--- src/hdl/wsw_pkg.sv ---
// Package for the wait/stop/wake controller: states, context codes,
// carrier structs and timing constants.
// Assumes one clock at 50 MHz and an active-low asynchronous reset.
package wsw_pkg;

  // Clock period in picoseconds
  localparam int unsigned CLK_PERIOD_PS  = 20_000;
  // Default oscillator stabilisation time after leaving stop, in ns
  localparam int unsigned STAB_TIME_NS   = 2_000;
  localparam int unsigned STAB_CYCLES    =
    (STAB_TIME_NS * 1000 + CLK_PERIOD_PS - 1) / CLK_PERIOD_PS;
  localparam int unsigned STAB_CNT_W     = 16;
  // Global enable position in the interrupt option byte
  localparam int unsigned GIE_BIT        = 4;
  localparam logic [7:0]  IOR_RESET      = 8'h00;

  typedef enum logic [2:0]
  {
    ST_RUN   = 3'b000,
    ST_WAIT  = 3'b001,
    ST_STOP  = 3'b010,
    ST_STAB  = 3'b011,
    ST_WAKE  = 3'b100
  } pm_state_e;

  typedef enum logic [1:0]
  {
    CTX_MAIN = 2'b00,
    CTX_IRQ  = 2'b01,
    CTX_NMI  = 2'b10
  } core_ctx_e;

  // Wake-up action handed to the core
  typedef enum logic [1:0]
  {
    ACT_NONE     = 2'b00,
    ACT_SERVICE  = 2'b01,
    ACT_RESUME   = 2'b10,
    ACT_NMI_FIRST = 2'b11
  } wake_act_e;

  typedef struct packed
  {
    logic      wait_ins;
    logic      stop_ins;
    core_ctx_e ctx;
  } core_req_s;

  typedef struct packed
  {
    logic nmi;
    logic irq;
  } irq_req_s;

endpackage

--- src/hdl/wait_stop_wake_control.sv ---
// Wait/stop/wake controller sitting between the core and its clocks.
// Assumes core requests and interrupt lines are synchronous to mclk_i and
// that watchdog reset and pin reset are merged onto rstn_i outside.
//
// How it works
// - Wait instruction freezes core, peripherals run
// - Selected oscillator keeps running during wait
// - Timer or peripheral interrupt ends wait
// - Reset during wait gives full reset
// - Wake from wait resumes without delay
// - Watchdog active turns stop into wait
// - Stop halts oscillator until interrupt/reset
// - RAM and peripheral registers are untouched
// - Pin reset during stop gives full reset
// - Wake from stop waits for oscillator settle
// - Wake never changes oscillator selection
// - Main context: service irq, then continue
// - NMI context: resume directly, no service
// - Irq context, normal wake: continue routine
// - Irq context, NMI wake: NMI handler first
// - Global enable low: no interrupt wakes
// - Pending enabled request skips low power entry
// - Global enable is option byte bit 4
`timescale 1ns/1ps
module wait_stop_wake_control
  import wsw_pkg::*;
#(
  parameter int unsigned STAB_COUNT = STAB_CYCLES
)
(
  input  wire logic      mclk_i,
  input  wire logic      rstn_i,
  input  wire core_req_s core_req_i,
  input  wire irq_req_s  irq_i,
  input  wire logic      ior_we_i,
  input  wire logic [7:0] ior_data_i,
  input  wire logic      wdg_hw_i,
  input  wire logic      wdg_sw_en_i,
  input  wire logic      aux_osc_sel_i,
  output logic           core_halt_o,
  output logic           osc_run_o,
  output logic           osc_aux_sel_o,
  output logic           periph_clk_en_o,
  output logic           wake_o,
  output wake_act_e      wake_act_o,
  output logic           skip_o,
  output logic           global_irq_enable_o,
  output pm_state_e      state_o
);

  ////////////////////////////////////////////////////////////////////////
  // Interrupt option byte: only the global enable bit matters here
  logic        gie_reg;
  always_ff @(posedge mclk_i or negedge rstn_i)
  begin
    if (!rstn_i)
      gie_reg <= IOR_RESET[GIE_BIT];
    else if (ior_we_i)
      gie_reg <= ior_data_i[GIE_BIT];
  end
  assign global_irq_enable_o = gie_reg;

  ////////////////////////////////////////////////////////////////////////
  // Request decode
  logic stop_allowed;
  logic pending;
  logic wake_src;
  logic enter_wait;
  logic enter_stop;

  assign stop_allowed = !(wdg_hw_i || wdg_sw_en_i);
  // NMI is always enabled as an interrupt, maskables need the global bit
  assign pending      = irq_i.nmi || (gie_reg && irq_i.irq);
  // With the global bit low nothing wakes the part, not even the NMI
  assign wake_src     = gie_reg && (irq_i.nmi || irq_i.irq);
  assign enter_wait   = !pending &&
    (core_req_i.wait_ins || (core_req_i.stop_ins && !stop_allowed));
  assign enter_stop   = !pending && core_req_i.stop_ins && stop_allowed;
  assign skip_o       = pending &&
    (core_req_i.wait_ins || core_req_i.stop_ins);

  ////////////////////////////////////////////////////////////////////////
  // Power state machine
  pm_state_e              state_reg;
  pm_state_e              state_next;
  logic [STAB_CNT_W-1:0]  stab_reg;
  core_ctx_e              ctx_reg;
  logic                   wnmi_reg;

  always_comb
  begin
    state_next = state_reg;
    case (state_reg)
      ST_RUN:
        if (enter_stop)
          state_next = ST_STOP;
        else if (enter_wait)
          state_next = ST_WAIT;
      ST_WAIT:
        if (wake_src)
          state_next = ST_WAKE;
      ST_STOP:
        if (wake_src)
          state_next = ST_STAB;
      ST_STAB:
        if (stab_reg == STAB_CNT_W'(0))
          state_next = ST_WAKE;
      ST_WAKE:
        state_next = ST_RUN;
      default:
        state_next = ST_RUN;
    endcase
  end

  // Any reset, pin or watchdog, lands here and restarts from run
  always_ff @(posedge mclk_i or negedge rstn_i)
  begin
    if (!rstn_i)
      state_reg <= ST_RUN;
    else
      state_reg <= state_next;
  end
  assign state_o = state_reg;

  // A count of zero wraps to the longest settle; keep it above zero
  // Length is a parameter since the settle time depends on the crystal
  always_ff @(posedge mclk_i or negedge rstn_i)
  begin
    if (!rstn_i)
      stab_reg <= '0;
    else if (state_reg == ST_STOP && wake_src)
      stab_reg <= STAB_CNT_W'(STAB_COUNT - 1);
    else if (state_reg == ST_STAB && stab_reg != STAB_CNT_W'(0))
      stab_reg <= stab_reg - STAB_CNT_W'(1);
  end

  // Context captured at entry, wake kind captured at wake
  always_ff @(posedge mclk_i or negedge rstn_i)
  begin
    if (!rstn_i)
      ctx_reg <= CTX_MAIN;
    else if (state_reg == ST_RUN && (enter_wait || enter_stop))
      ctx_reg <= core_req_i.ctx;
  end

  always_ff @(posedge mclk_i or negedge rstn_i)
  begin
    if (!rstn_i)
      wnmi_reg <= 1'b0;
    else if ((state_reg == ST_WAIT || state_reg == ST_STOP) && wake_src)
      wnmi_reg <= irq_i.nmi;
  end

  ////////////////////////////////////////////////////////////////////////
  // Resume action
  wake_act_e act_next;
  always_comb
  begin
    case (ctx_reg)
      CTX_MAIN: act_next = ACT_SERVICE;
      CTX_NMI:  act_next = ACT_RESUME;
      CTX_IRQ:  act_next = wnmi_reg ? ACT_NMI_FIRST
                                    : ACT_RESUME;
      default:  act_next = ACT_RESUME;
    endcase
  end

  always_ff @(posedge mclk_i or negedge rstn_i)
  begin
    if (!rstn_i)
    begin
      wake_o     <= 1'b0;
      wake_act_o <= ACT_NONE;
    end
    else
    begin
      wake_o     <= (state_reg == ST_WAKE);
      wake_act_o <= (state_reg == ST_WAKE) ? act_next : ACT_NONE;
    end
  end

  ////////////////////////////////////////////////////////////////////////
  // Clock and core controls. Nothing here touches RAM or peripheral
  // registers, so their contents ride through both modes unchanged.
  always_ff @(posedge mclk_i or negedge rstn_i)
  begin
    if (!rstn_i)
    begin
      core_halt_o     <= 1'b0;
      osc_run_o       <= 1'b1;
      periph_clk_en_o <= 1'b1;
    end
    else
    begin
      core_halt_o     <= (state_next != ST_RUN);
      osc_run_o       <= (state_next != ST_STOP);
      periph_clk_en_o <= (state_next == ST_RUN ||
                          state_next == ST_WAIT);
    end
  end
  // Selection passes straight through; wake never alters it
  assign osc_aux_sel_o = aux_osc_sel_i;

  ////////////////////////////////////////////////////////////////////////
  // Checks
  AST_STOP_BLOCKED: assert property (
    @(posedge mclk_i) disable iff (!rstn_i)
    (state_reg == ST_RUN && core_req_i.stop_ins && !stop_allowed && !pending)
    |=> state_reg == ST_WAIT)
    else $error("stop entered with watchdog");
  AST_WAIT_WAKE: assert property (
    @(posedge mclk_i) disable iff (!rstn_i)
    (state_reg == ST_WAIT && wake_src) |=> ##1 wake_o)
    else $error("wait wake slow");
  AST_STOP_OSC: assert property (
    @(posedge mclk_i) disable iff (!rstn_i)
    (state_reg == ST_STOP) |-> !osc_run_o && core_halt_o)
    else $error("osc running in stop");
  AST_WAIT_OSC: assert property (
    @(posedge mclk_i) disable iff (!rstn_i)
    (state_reg == ST_WAIT) |-> osc_run_o && periph_clk_en_o)
    else $error("osc stopped in wait");
  AST_NO_WAKE_GIE: assert property (
    @(posedge mclk_i) disable iff (!rstn_i)
    (state_reg == ST_WAIT && !gie_reg) |=> state_reg == ST_WAIT)
    else $error("woke with enable low");
  AST_SKIP: assert property (
    @(posedge mclk_i) disable iff (!rstn_i)
    (state_reg == ST_RUN && pending) |=> state_reg == ST_RUN)
    else $error("entered with pending irq");
  AST_NMI_CTX: assert property (
    @(posedge mclk_i) disable iff (!rstn_i)
    (wake_o && ctx_reg == CTX_NMI) |-> wake_act_o == ACT_RESUME)
    else $error("nmi context serviced");
  AST_STAB_LEN: assert property (
    @(posedge mclk_i) disable iff (!rstn_i)
    (state_reg == ST_STOP && wake_src && STAB_COUNT == 2)
    |=> state_reg == ST_STAB ##1 state_reg == ST_STAB ##1 state_reg == ST_WAKE)
    else $error("stabilisation length wrong");
  AST_GIE: assert property (
    @(posedge mclk_i) disable iff (!rstn_i)
    ior_we_i |=> gie_reg == $past(ior_data_i[GIE_BIT]))
    else $error("global enable not written");

  // Cycles spent settling; read only by the length checks below
  logic [STAB_CNT_W-1:0] settle_reg;
  always_ff @(posedge mclk_i or negedge rstn_i)
  begin
    if (!rstn_i)
      settle_reg <= '0;
    else if (state_reg == ST_STAB)
      settle_reg <= settle_reg + STAB_CNT_W'(1);
    else
      settle_reg <= '0;
  end

  // Entry and clock checks
  // Reset is checked without a disable so that it is seen at all
  AST_RESET_IDLE: assert property (
    @(posedge mclk_i)
    !rstn_i |=> state_reg == ST_RUN && !core_halt_o && osc_run_o &&
      periph_clk_en_o && !wake_o)
    else $error("state not idle after reset");
  AST_WAIT_ENTRY: assert property (
    @(posedge mclk_i) disable iff (!rstn_i)
    (state_reg == ST_RUN && core_req_i.wait_ins && !core_req_i.stop_ins &&
     !pending) |=> state_reg == ST_WAIT && core_halt_o)
    else $error("wait not entered");
  AST_STOP_ENTRY: assert property (
    @(posedge mclk_i) disable iff (!rstn_i)
    (state_reg == ST_RUN && core_req_i.stop_ins && !wdg_hw_i &&
     !wdg_sw_en_i && !pending) |=> state_reg == ST_STOP && !osc_run_o)
    else $error("stop not entered");
  AST_HALT_MATCH: assert property (
    @(posedge mclk_i) disable iff (!rstn_i)
    core_halt_o == (state_reg != ST_RUN))
    else $error("halt does not follow state");
  AST_IRQ_WAKE: assert property (
    @(posedge mclk_i) disable iff (!rstn_i)
    (state_reg == ST_WAIT && gie_reg && irq_i.irq) |=> state_reg == ST_WAKE)
    else $error("interrupt did not end wait");
  AST_STOP_WAKE: assert property (
    @(posedge mclk_i) disable iff (!rstn_i)
    (state_reg == ST_STOP && wake_src) |=> state_reg == ST_STAB && osc_run_o)
    else $error("stop wake skipped settling");
  AST_STAB_OSC: assert property (
    @(posedge mclk_i) disable iff (!rstn_i)
    (state_reg == ST_STAB) |-> osc_run_o && core_halt_o)
    else $error("core ran while settling");
  AST_STOP_PCLK: assert property (
    @(posedge mclk_i) disable iff (!rstn_i)
    (state_reg == ST_STOP) |-> !periph_clk_en_o)
    else $error("peripheral clock on in stop");
  AST_STOP_HOLD: assert property (
    @(posedge mclk_i) disable iff (!rstn_i)
    (state_reg == ST_STOP && !gie_reg) |=> state_reg == ST_STOP)
    else $error("left stop with enable low");
  AST_SKIP_STAY: assert property (
    @(posedge mclk_i) disable iff (!rstn_i)
    (state_reg == ST_RUN && skip_o) |=> state_reg == ST_RUN && !core_halt_o)
    else $error("skipped request still halted");
  AST_AUX_PASS: assert property (
    @(posedge mclk_i) disable iff (!rstn_i)
    osc_aux_sel_o == aux_osc_sel_i)
    else $error("oscillator selection altered");

  // Resume checks
  AST_WAKE_ONCE: assert property (
    @(posedge mclk_i) disable iff (!rstn_i)
    wake_o |=> !wake_o)
    else $error("wake longer than one cycle");
  AST_WAKE_RUN: assert property (
    @(posedge mclk_i) disable iff (!rstn_i)
    wake_o |-> state_reg == ST_RUN && !core_halt_o)
    else $error("core still halted at wake");
  AST_ACT_IDLE: assert property (
    @(posedge mclk_i) disable iff (!rstn_i)
    !wake_o |-> wake_act_o == ACT_NONE)
    else $error("action shown without wake");
  AST_MAIN_SERVICE: assert property (
    @(posedge mclk_i) disable iff (!rstn_i)
    (wake_o && ctx_reg == CTX_MAIN) |-> wake_act_o == ACT_SERVICE)
    else $error("main context not serviced");
  AST_IRQ_RESUME: assert property (
    @(posedge mclk_i) disable iff (!rstn_i)
    (wake_o && ctx_reg == CTX_IRQ && !wnmi_reg)
    |-> wake_act_o == ACT_RESUME)
    else $error("irq context not resumed");
  AST_IRQ_NMI: assert property (
    @(posedge mclk_i) disable iff (!rstn_i)
    (wake_o && ctx_reg == CTX_IRQ && wnmi_reg)
    |-> wake_act_o == ACT_NMI_FIRST)
    else $error("nmi handler not first");

  // Settle length checks, any parameter value
  AST_STAB_EXACT: assert property (
    @(posedge mclk_i) disable iff (!rstn_i)
    (state_reg == ST_STAB && settle_reg == STAB_CNT_W'(STAB_COUNT - 1))
    |=> state_reg == ST_WAKE)
    else $error("settle longer than count");
  AST_STAB_HOLD: assert property (
    @(posedge mclk_i) disable iff (!rstn_i)
    (state_reg == ST_STAB && settle_reg < STAB_CNT_W'(STAB_COUNT - 1))
    |=> state_reg == ST_STAB)
    else $error("settle shorter than count");

endmodule // wait_stop_wake_control

--- config.mk ---
export PLATFORM = sky130hd
export DESIGN_NAME = wait_stop_wake_control
export DESIGN_NICKNAME = d
export VERILOG_FILES = /design/src/hdl/wsw_pkg.sv /design/src/hdl/wait_stop_wake_control.sv
export SDC_FILE = /design/constraint.sdc
export NUM_CORES = 1
export LEC_CHECK = 0
export CAP_MARGIN = 20
export CELL_PAD_IN_SITES_DETAIL_PLACEMENT = 1
export CELL_PAD_IN_SITES_GLOBAL_PLACEMENT = 1
export CORE_ASPECT_RATIO = 0.5
export CORE_UTILIZATION = 51
export CTS_CLUSTER_SIZE = 20
export DETAILED_ROUTE_END_ITERATION = 10
export DONT_BUFFER_PORTS = 1
export PLACE_DENSITY = 0.95
export SLEW_MARGIN = 0
export SYNTH_ARGS = -nofsm -noshare
export SYNTH_HDL_FRONTEND = slang
export SYNTH_SLANG_ARGS = --single-unit
--- constraint.sdc ---
create_clock -name mclk_i -period 4.5 [get_ports mclk_i]
set_input_delay 0 -clock mclk_i [delete_from_list [all_inputs] [get_ports mclk_i]]
set_output_delay 0 -clock mclk_i [all_outputs]
set_load 0.005 [all_outputs]
**Word level (Yosys, flattened, before mapping)**

Cells that the tools add are included.

- Logic and storage cells: 57
- Output and inout port bits: 12
- Register bits: 29
- Input bits: 20

- Reductions and logical operators: 28
- $add $sub $neg: 1
- Mux-type cells: 11
- Eq/ne operators: 7

Operators by type and width:

| cell | number |
|---|---|
| 16-bit two-way mux | 2 |
| 16-bit logical NOT | 1 |
| 16-bit nonzero test | 1 |
| 16-bit by 1-bit subtractor with 16-bit output, second input constant | 1 |
| 3-bit two-way mux | 5 |
| 3-bit one-hot mux with 4 select lines | 1 |
| 1-bit logical AND | 11 |
| 1-bit logical OR | 8 |
| 3-bit by 1-bit == test with 1-bit output, second input constant | 2 |
| 3-bit by 2-bit == test with 1-bit output, second input constant | 2 |
| 3-bit logical NOT | 2 |
| 2-bit one-hot mux with 2 select lines | 1 |
| 3-bit == test, second input constant | 1 |
| 3-bit by 2-bit inequality test with 1-bit output, second input constant | 1 |
| 3-bit nonzero test | 1 |
| 2-bit by 1-bit == test with 1-bit output, second input constant | 1 |
| 1-bit logical NOT | 2 |
| 2-bit logical NOT | 1 |
| 2-bit two-way mux | 1 |
| 2-bit nonzero test | 1 |
| 1-bit two-way mux | 1 |

**Logic depth before layout (Yosys ltp)**

- Depth in word-level cells: 9
- Depth in mapped cells: 6
- Mapped depth without buffers: 6

**Worst setup path after synthesis**

Ideal clock, no wire load.

- Kind: flip-flop to flip-flop
- Start: register stab_reg[0]
- End: register stab_reg[14]
- Buffers on the path: 0
- Period minus slack after synthesis: 1.753 ns
- Stages on the path, launching flop included: 7
- Arrival time: 1.675 ns
- Required time: 4.422 ns
- Path slack: 2.747 ns
- Library setup time: 0.078 ns
- Path through: dfrtp_1 > inv_1 > ha_1 > nor3b_1 > nand4_1 > or4_1 > a21oi_1

- Word-level cells in the longest chain between the ends: 3
- Elaborated cells between the ends (all ways): 6
- Those cells by class: add/sub: 1; mux: 2; reduce/logical: 3

RTL lines:

| what | line | text |
|---|---|---|
| from (decl) | wait_stop_wake_control.sv:86 | `logic [STAB_CNT_W-1:0] stab_reg;` |
| from (signal assigned) | wait_stop_wake_control.sv:132 | `stab_reg <= STAB_CNT_W'(STAB_COUNT - 1);` |
| from (signal assigned) | wait_stop_wake_control.sv:134 | `stab_reg <= stab_reg - STAB_CNT_W'(1);` |
| 16-bit by 1-bit subtractor with 16-bit output or 16-bit nonzero test (tied branches) | wait_stop_wake_control.sv:134, wait_stop_wake_control.sv:133 |  |
| 16-bit two-way mux or 1-bit logical AND (tied branches) | wait_stop_wake_control.sv:133 | `else if (state_reg == ST_STAB && stab_reg != STAB_CNT_W'(0))` |
| 16-bit two-way mux or 2-bit nonzero test (tied branches) | - |  |

Parallel ways exist; a longest one is shown, timed or not. The select of a mux whose other input is x is not followed.
A chain may end at the register's enable or synchronous reset.

**Worst setup path after layout**

Same ends and word-level chain as after synthesis.

==> key figures <==
Synthesis
  – Sequential-to-total area share from yosys stat: about half
  – Ys async rst share: between 90% and 100%
  – YS warnings: 0
  – List of most frequent post-synthesis cells: dfrtp_1 (27), nand2_1 (17), a21oi_1 (8), mux2i_1 (8)
  – Seq cells post-synth: 29
  – Syn avg cell area: about 10 sq um
  – Syn_nets: 170
  – Most common flop cell mapped by yosys: dfrtp_1
  – Most common cell in the netlist: dfrtp_1
  – Synthesized area: ~1500 sq um
  – Area share of the largest cell type after synthesis: ~45%
  – Cell count after synthesis: ~150
  – Cell taking the most area after synthesis: dfrtp_1
  – Main area contributors after synthesis: dfrtp_1 (45%), mux2i_1 (5.3%), nand2_1 (4.3%)
  – Post-synth EDFFs: 0
  – Post-synthesis cell type count: 40

Final layout
  – Ant diodes: 0
  – Final Cell Area: between 1500 and 2000 sq um
  – Final #Nets: 180
  – Finished Layout Cells: between 150 and 200
  – Share of cells above drive strength 1: 13.1%
  – Filler cells: around 280
  – Largest register FFs: 16
  – Area Overhead vs Synth: 12.9%

STA
  – Final critical path time including I/O delays and setup: about 2400 ps
  – Fin crit share: a little over half
  – Final setup fails: 0
  – Final Max Slew Viols: 0
  – Worst slew pin tran: 450 ps
  – Final hold viol count: 0
  – RSZ-0062 raised after global routing: false
  – Setup WS post-layout: ~2100 ps
  – Post-Route Setup TNS: 0 ps
  – Rel. slew slack: roughly 70%
  – Clock skew: around 7.3 ps
  – Maximum clock frequency: roughly 420 MHz

Pwr
  – Power Density: between 500 and 600 nW/um^2
  – Worst vdd ir: about 0.00026 V
  – P_leak: ~0.73 nW

Routing
  – DRT Pass-1 Iters: 4
  – Post-route DRC: 0
  – Detailed Route WL: between 4000 and 5000 um
  – Wirelength per Cell: about 25 um
  – Post-DRT Antenna Nets: 0
  – Drt via density: roughly 7
  – Vias: 1375
  – DRT iter0 DRCs: 120

Clock network
  – Post-CTS Resized: 0
  – CTS clock-pin slew for the worst setup and hold paths: roughly 70 ps
  – Longest Clk Path Bufs: 2
  – TritonCTS clock tree: built
  – Root buf cell: clkbuf_8
  – Clock latency on the worst-skew pair: between 200 and 300 ps
  – H-tree levels: 2
  – Cts bufs inserted: 5
  – Clk sinks: 29

Global route
  – Global route overflow: 0
  – Number of antenna violations at the first check in global routing: 0
  – Largest net degree at the start of global routing: 30
  – Tot GR Track Use: 36.4%
  – Vias in the first global route: 1449
  – First-pass GRT wire length: between 7000 and 8000 um

Floorplan
  – Core ar.: approximately 2700 sq um
  – Number of cell rows: 13
  – Initial core utilization: a little under three fifths
  – Top-Level Pins: 32
  – Die Wd: around 79 um
  – Die ar.: 3180 sq um
  – Die H: just over 40 um

Place
  – Placed cell areas: 1520 sq um
  – I/O Buffers: 0
  – Routability cong.: approximately 0.8
  – DP HPWL: between 2000 and 3000 um
  – Place WS: between 2000 and 2500 ps
  – Placed cell count: around 180

Status
  – Status: finished clean

Critical path
  – Arr. time, crit path: 2570 ps
  – Crit path kind: flip-flop to flip-flop
  – Setup crit start kind: flip-flop
  – Worst Path Required: 4700 ps
  – Critical Path Fanout Max: 6
  – Worst Setup End Kind: flip-flop

Min path
  – Worst Hold Class: input pin to primary output

Job
  – Maxcap violations: 0
-- report_power, final --
part / internal, mW / switching, mW / total [mW]
Sequential: 0.341 / 0.109 / 0.450
Combinational: 0.114 / 0.170 / 0.284
Clock: 0.107 / 0.107 / 0.214
Total: 0.561 / 0.386 / 0.948
-- repair_timing --
action | 4_1_cts | 5_1_grt
hold buffers | 8 | 0
hold endpoints to repair | 33 | 0
buffers inserted | 0 | 0
-- path summary, 6_finish.rpt --
path                            slack (ps)                startpoint                  endpoint  depth (start not counted)
worst max register to register        2130   stab_reg[0]$_DFFE_PN0P_  stab_reg[14]$_DFFE_PN0P_                          6
max in group asynchronous             4110                    rstn_i       osc_run_o$_DFF_PN1_                          2
worst min register to register         550  stab_reg[12]$_DFFE_PN0P_  stab_reg[12]$_DFFE_PN0P_                          1
worst max-delay path                  2130   stab_reg[0]$_DFFE_PN0P_  stab_reg[14]$_DFFE_PN0P_                          6
worst min-delay path                 0.002             aux_osc_sel_i             osc_aux_sel_o                          0
min in group asynchronous              150                    rstn_i  stab_reg[13]$_DFFE_PN0P_                          2
-- kinds of logic (layout without fill, tap and decap cells) --
kind of cell / Yosys count / count (layout) / share of synthesized area, %
buf+inv: 9 / 20 / 2.67
fa+ha+maj: 1 / 1 / 0.833
mux: 12 / 12 / 8.33
compound gates: 21 / 21 / 9.00
flops: 29 / 29 / 48.5
simple gates: 77 / 77 / 30.7
-- per-layer routing --
| layer | vias up | routed length [um] | global-route usage, % |
|---|---|---|---|
| li1 | 566 | - | - |
| met1 | 657 | 1890 | 41.3 |
| met2 | 115 | 2320 | 62.2 |
| met3 | 37 | 479 | 10.7 |
| met4 | 0 | 312 | 28.2 |
| met5 | - | 0 | 0 |
-- worst max-delay path, cell delays in order (launching register included) --
cell and delay [ps]:
dfrtp_1 450, inv_1 100, ha_1 230, nor3b_1 420, nand4_1 350, or4_1 520
a21oi_1 220
-- cells in the final DEF, fill, tap and decap left out, drive strengths merged, types with 2 or more instances in the layout --
| cell type | instances |
|---|---|
| nor2 | 6 |
| clkinv | 2 |
| clkbuf | 6 |
| o31ai | 3 |
| or4 | 5 |
| inv | 4 |
| or2 | 2 |
| nor4 | 5 |
| dfrtp | 27 |
| dlygate4sd3 | 7 |
| nor3 | 6 |
| mux2 | 4 |
| or3b | 2 |
| mux2i | 8 |
| o21ai | 3 |
| nand2 | 17 |
| nor2b | 2 |
| o21a | 2 |
| nand4b | 2 |
| and2 | 2 |
| nor3b | 5 |
| nand3 | 6 |
| nand4 | 3 |
| or3 | 3 |
| dfstp | 2 |
| nand3b | 2 |
| nand2b | 5 |
| a21oi | 8 |
-- final cells by class --
class / instances / area, sq um / area share (%)
timing repair buffer: 8 / 90.1 / 5.31
sequential: 29 / 728 / 43.0
clock buffer: 6 / 72.6 / 4.28
tap: 37 / 46.3 / 2.73
clock inverter: 2 / 10.0 / 0.590
inverter: 4 / 15.0 / 0.886
multi-input combinational: 111 / 733 / 43.2
-- through the flow --
stage / total power, mW / hold WS [ps] / utilization [%]
final: 0.948 / 0.00187 / 63.2
after global routing: 0.988 / 0.0187 / 63.2
after CTS: 0.917 / 0.0601 / 63.2
after detailed placement: 0.672 / -295 / 56.7
after global placement: 0.636 / -295 / 56.7
after floorplan: 0.595 / -296 / -
No activity file was read; power rests on OpenSTA's default activity.
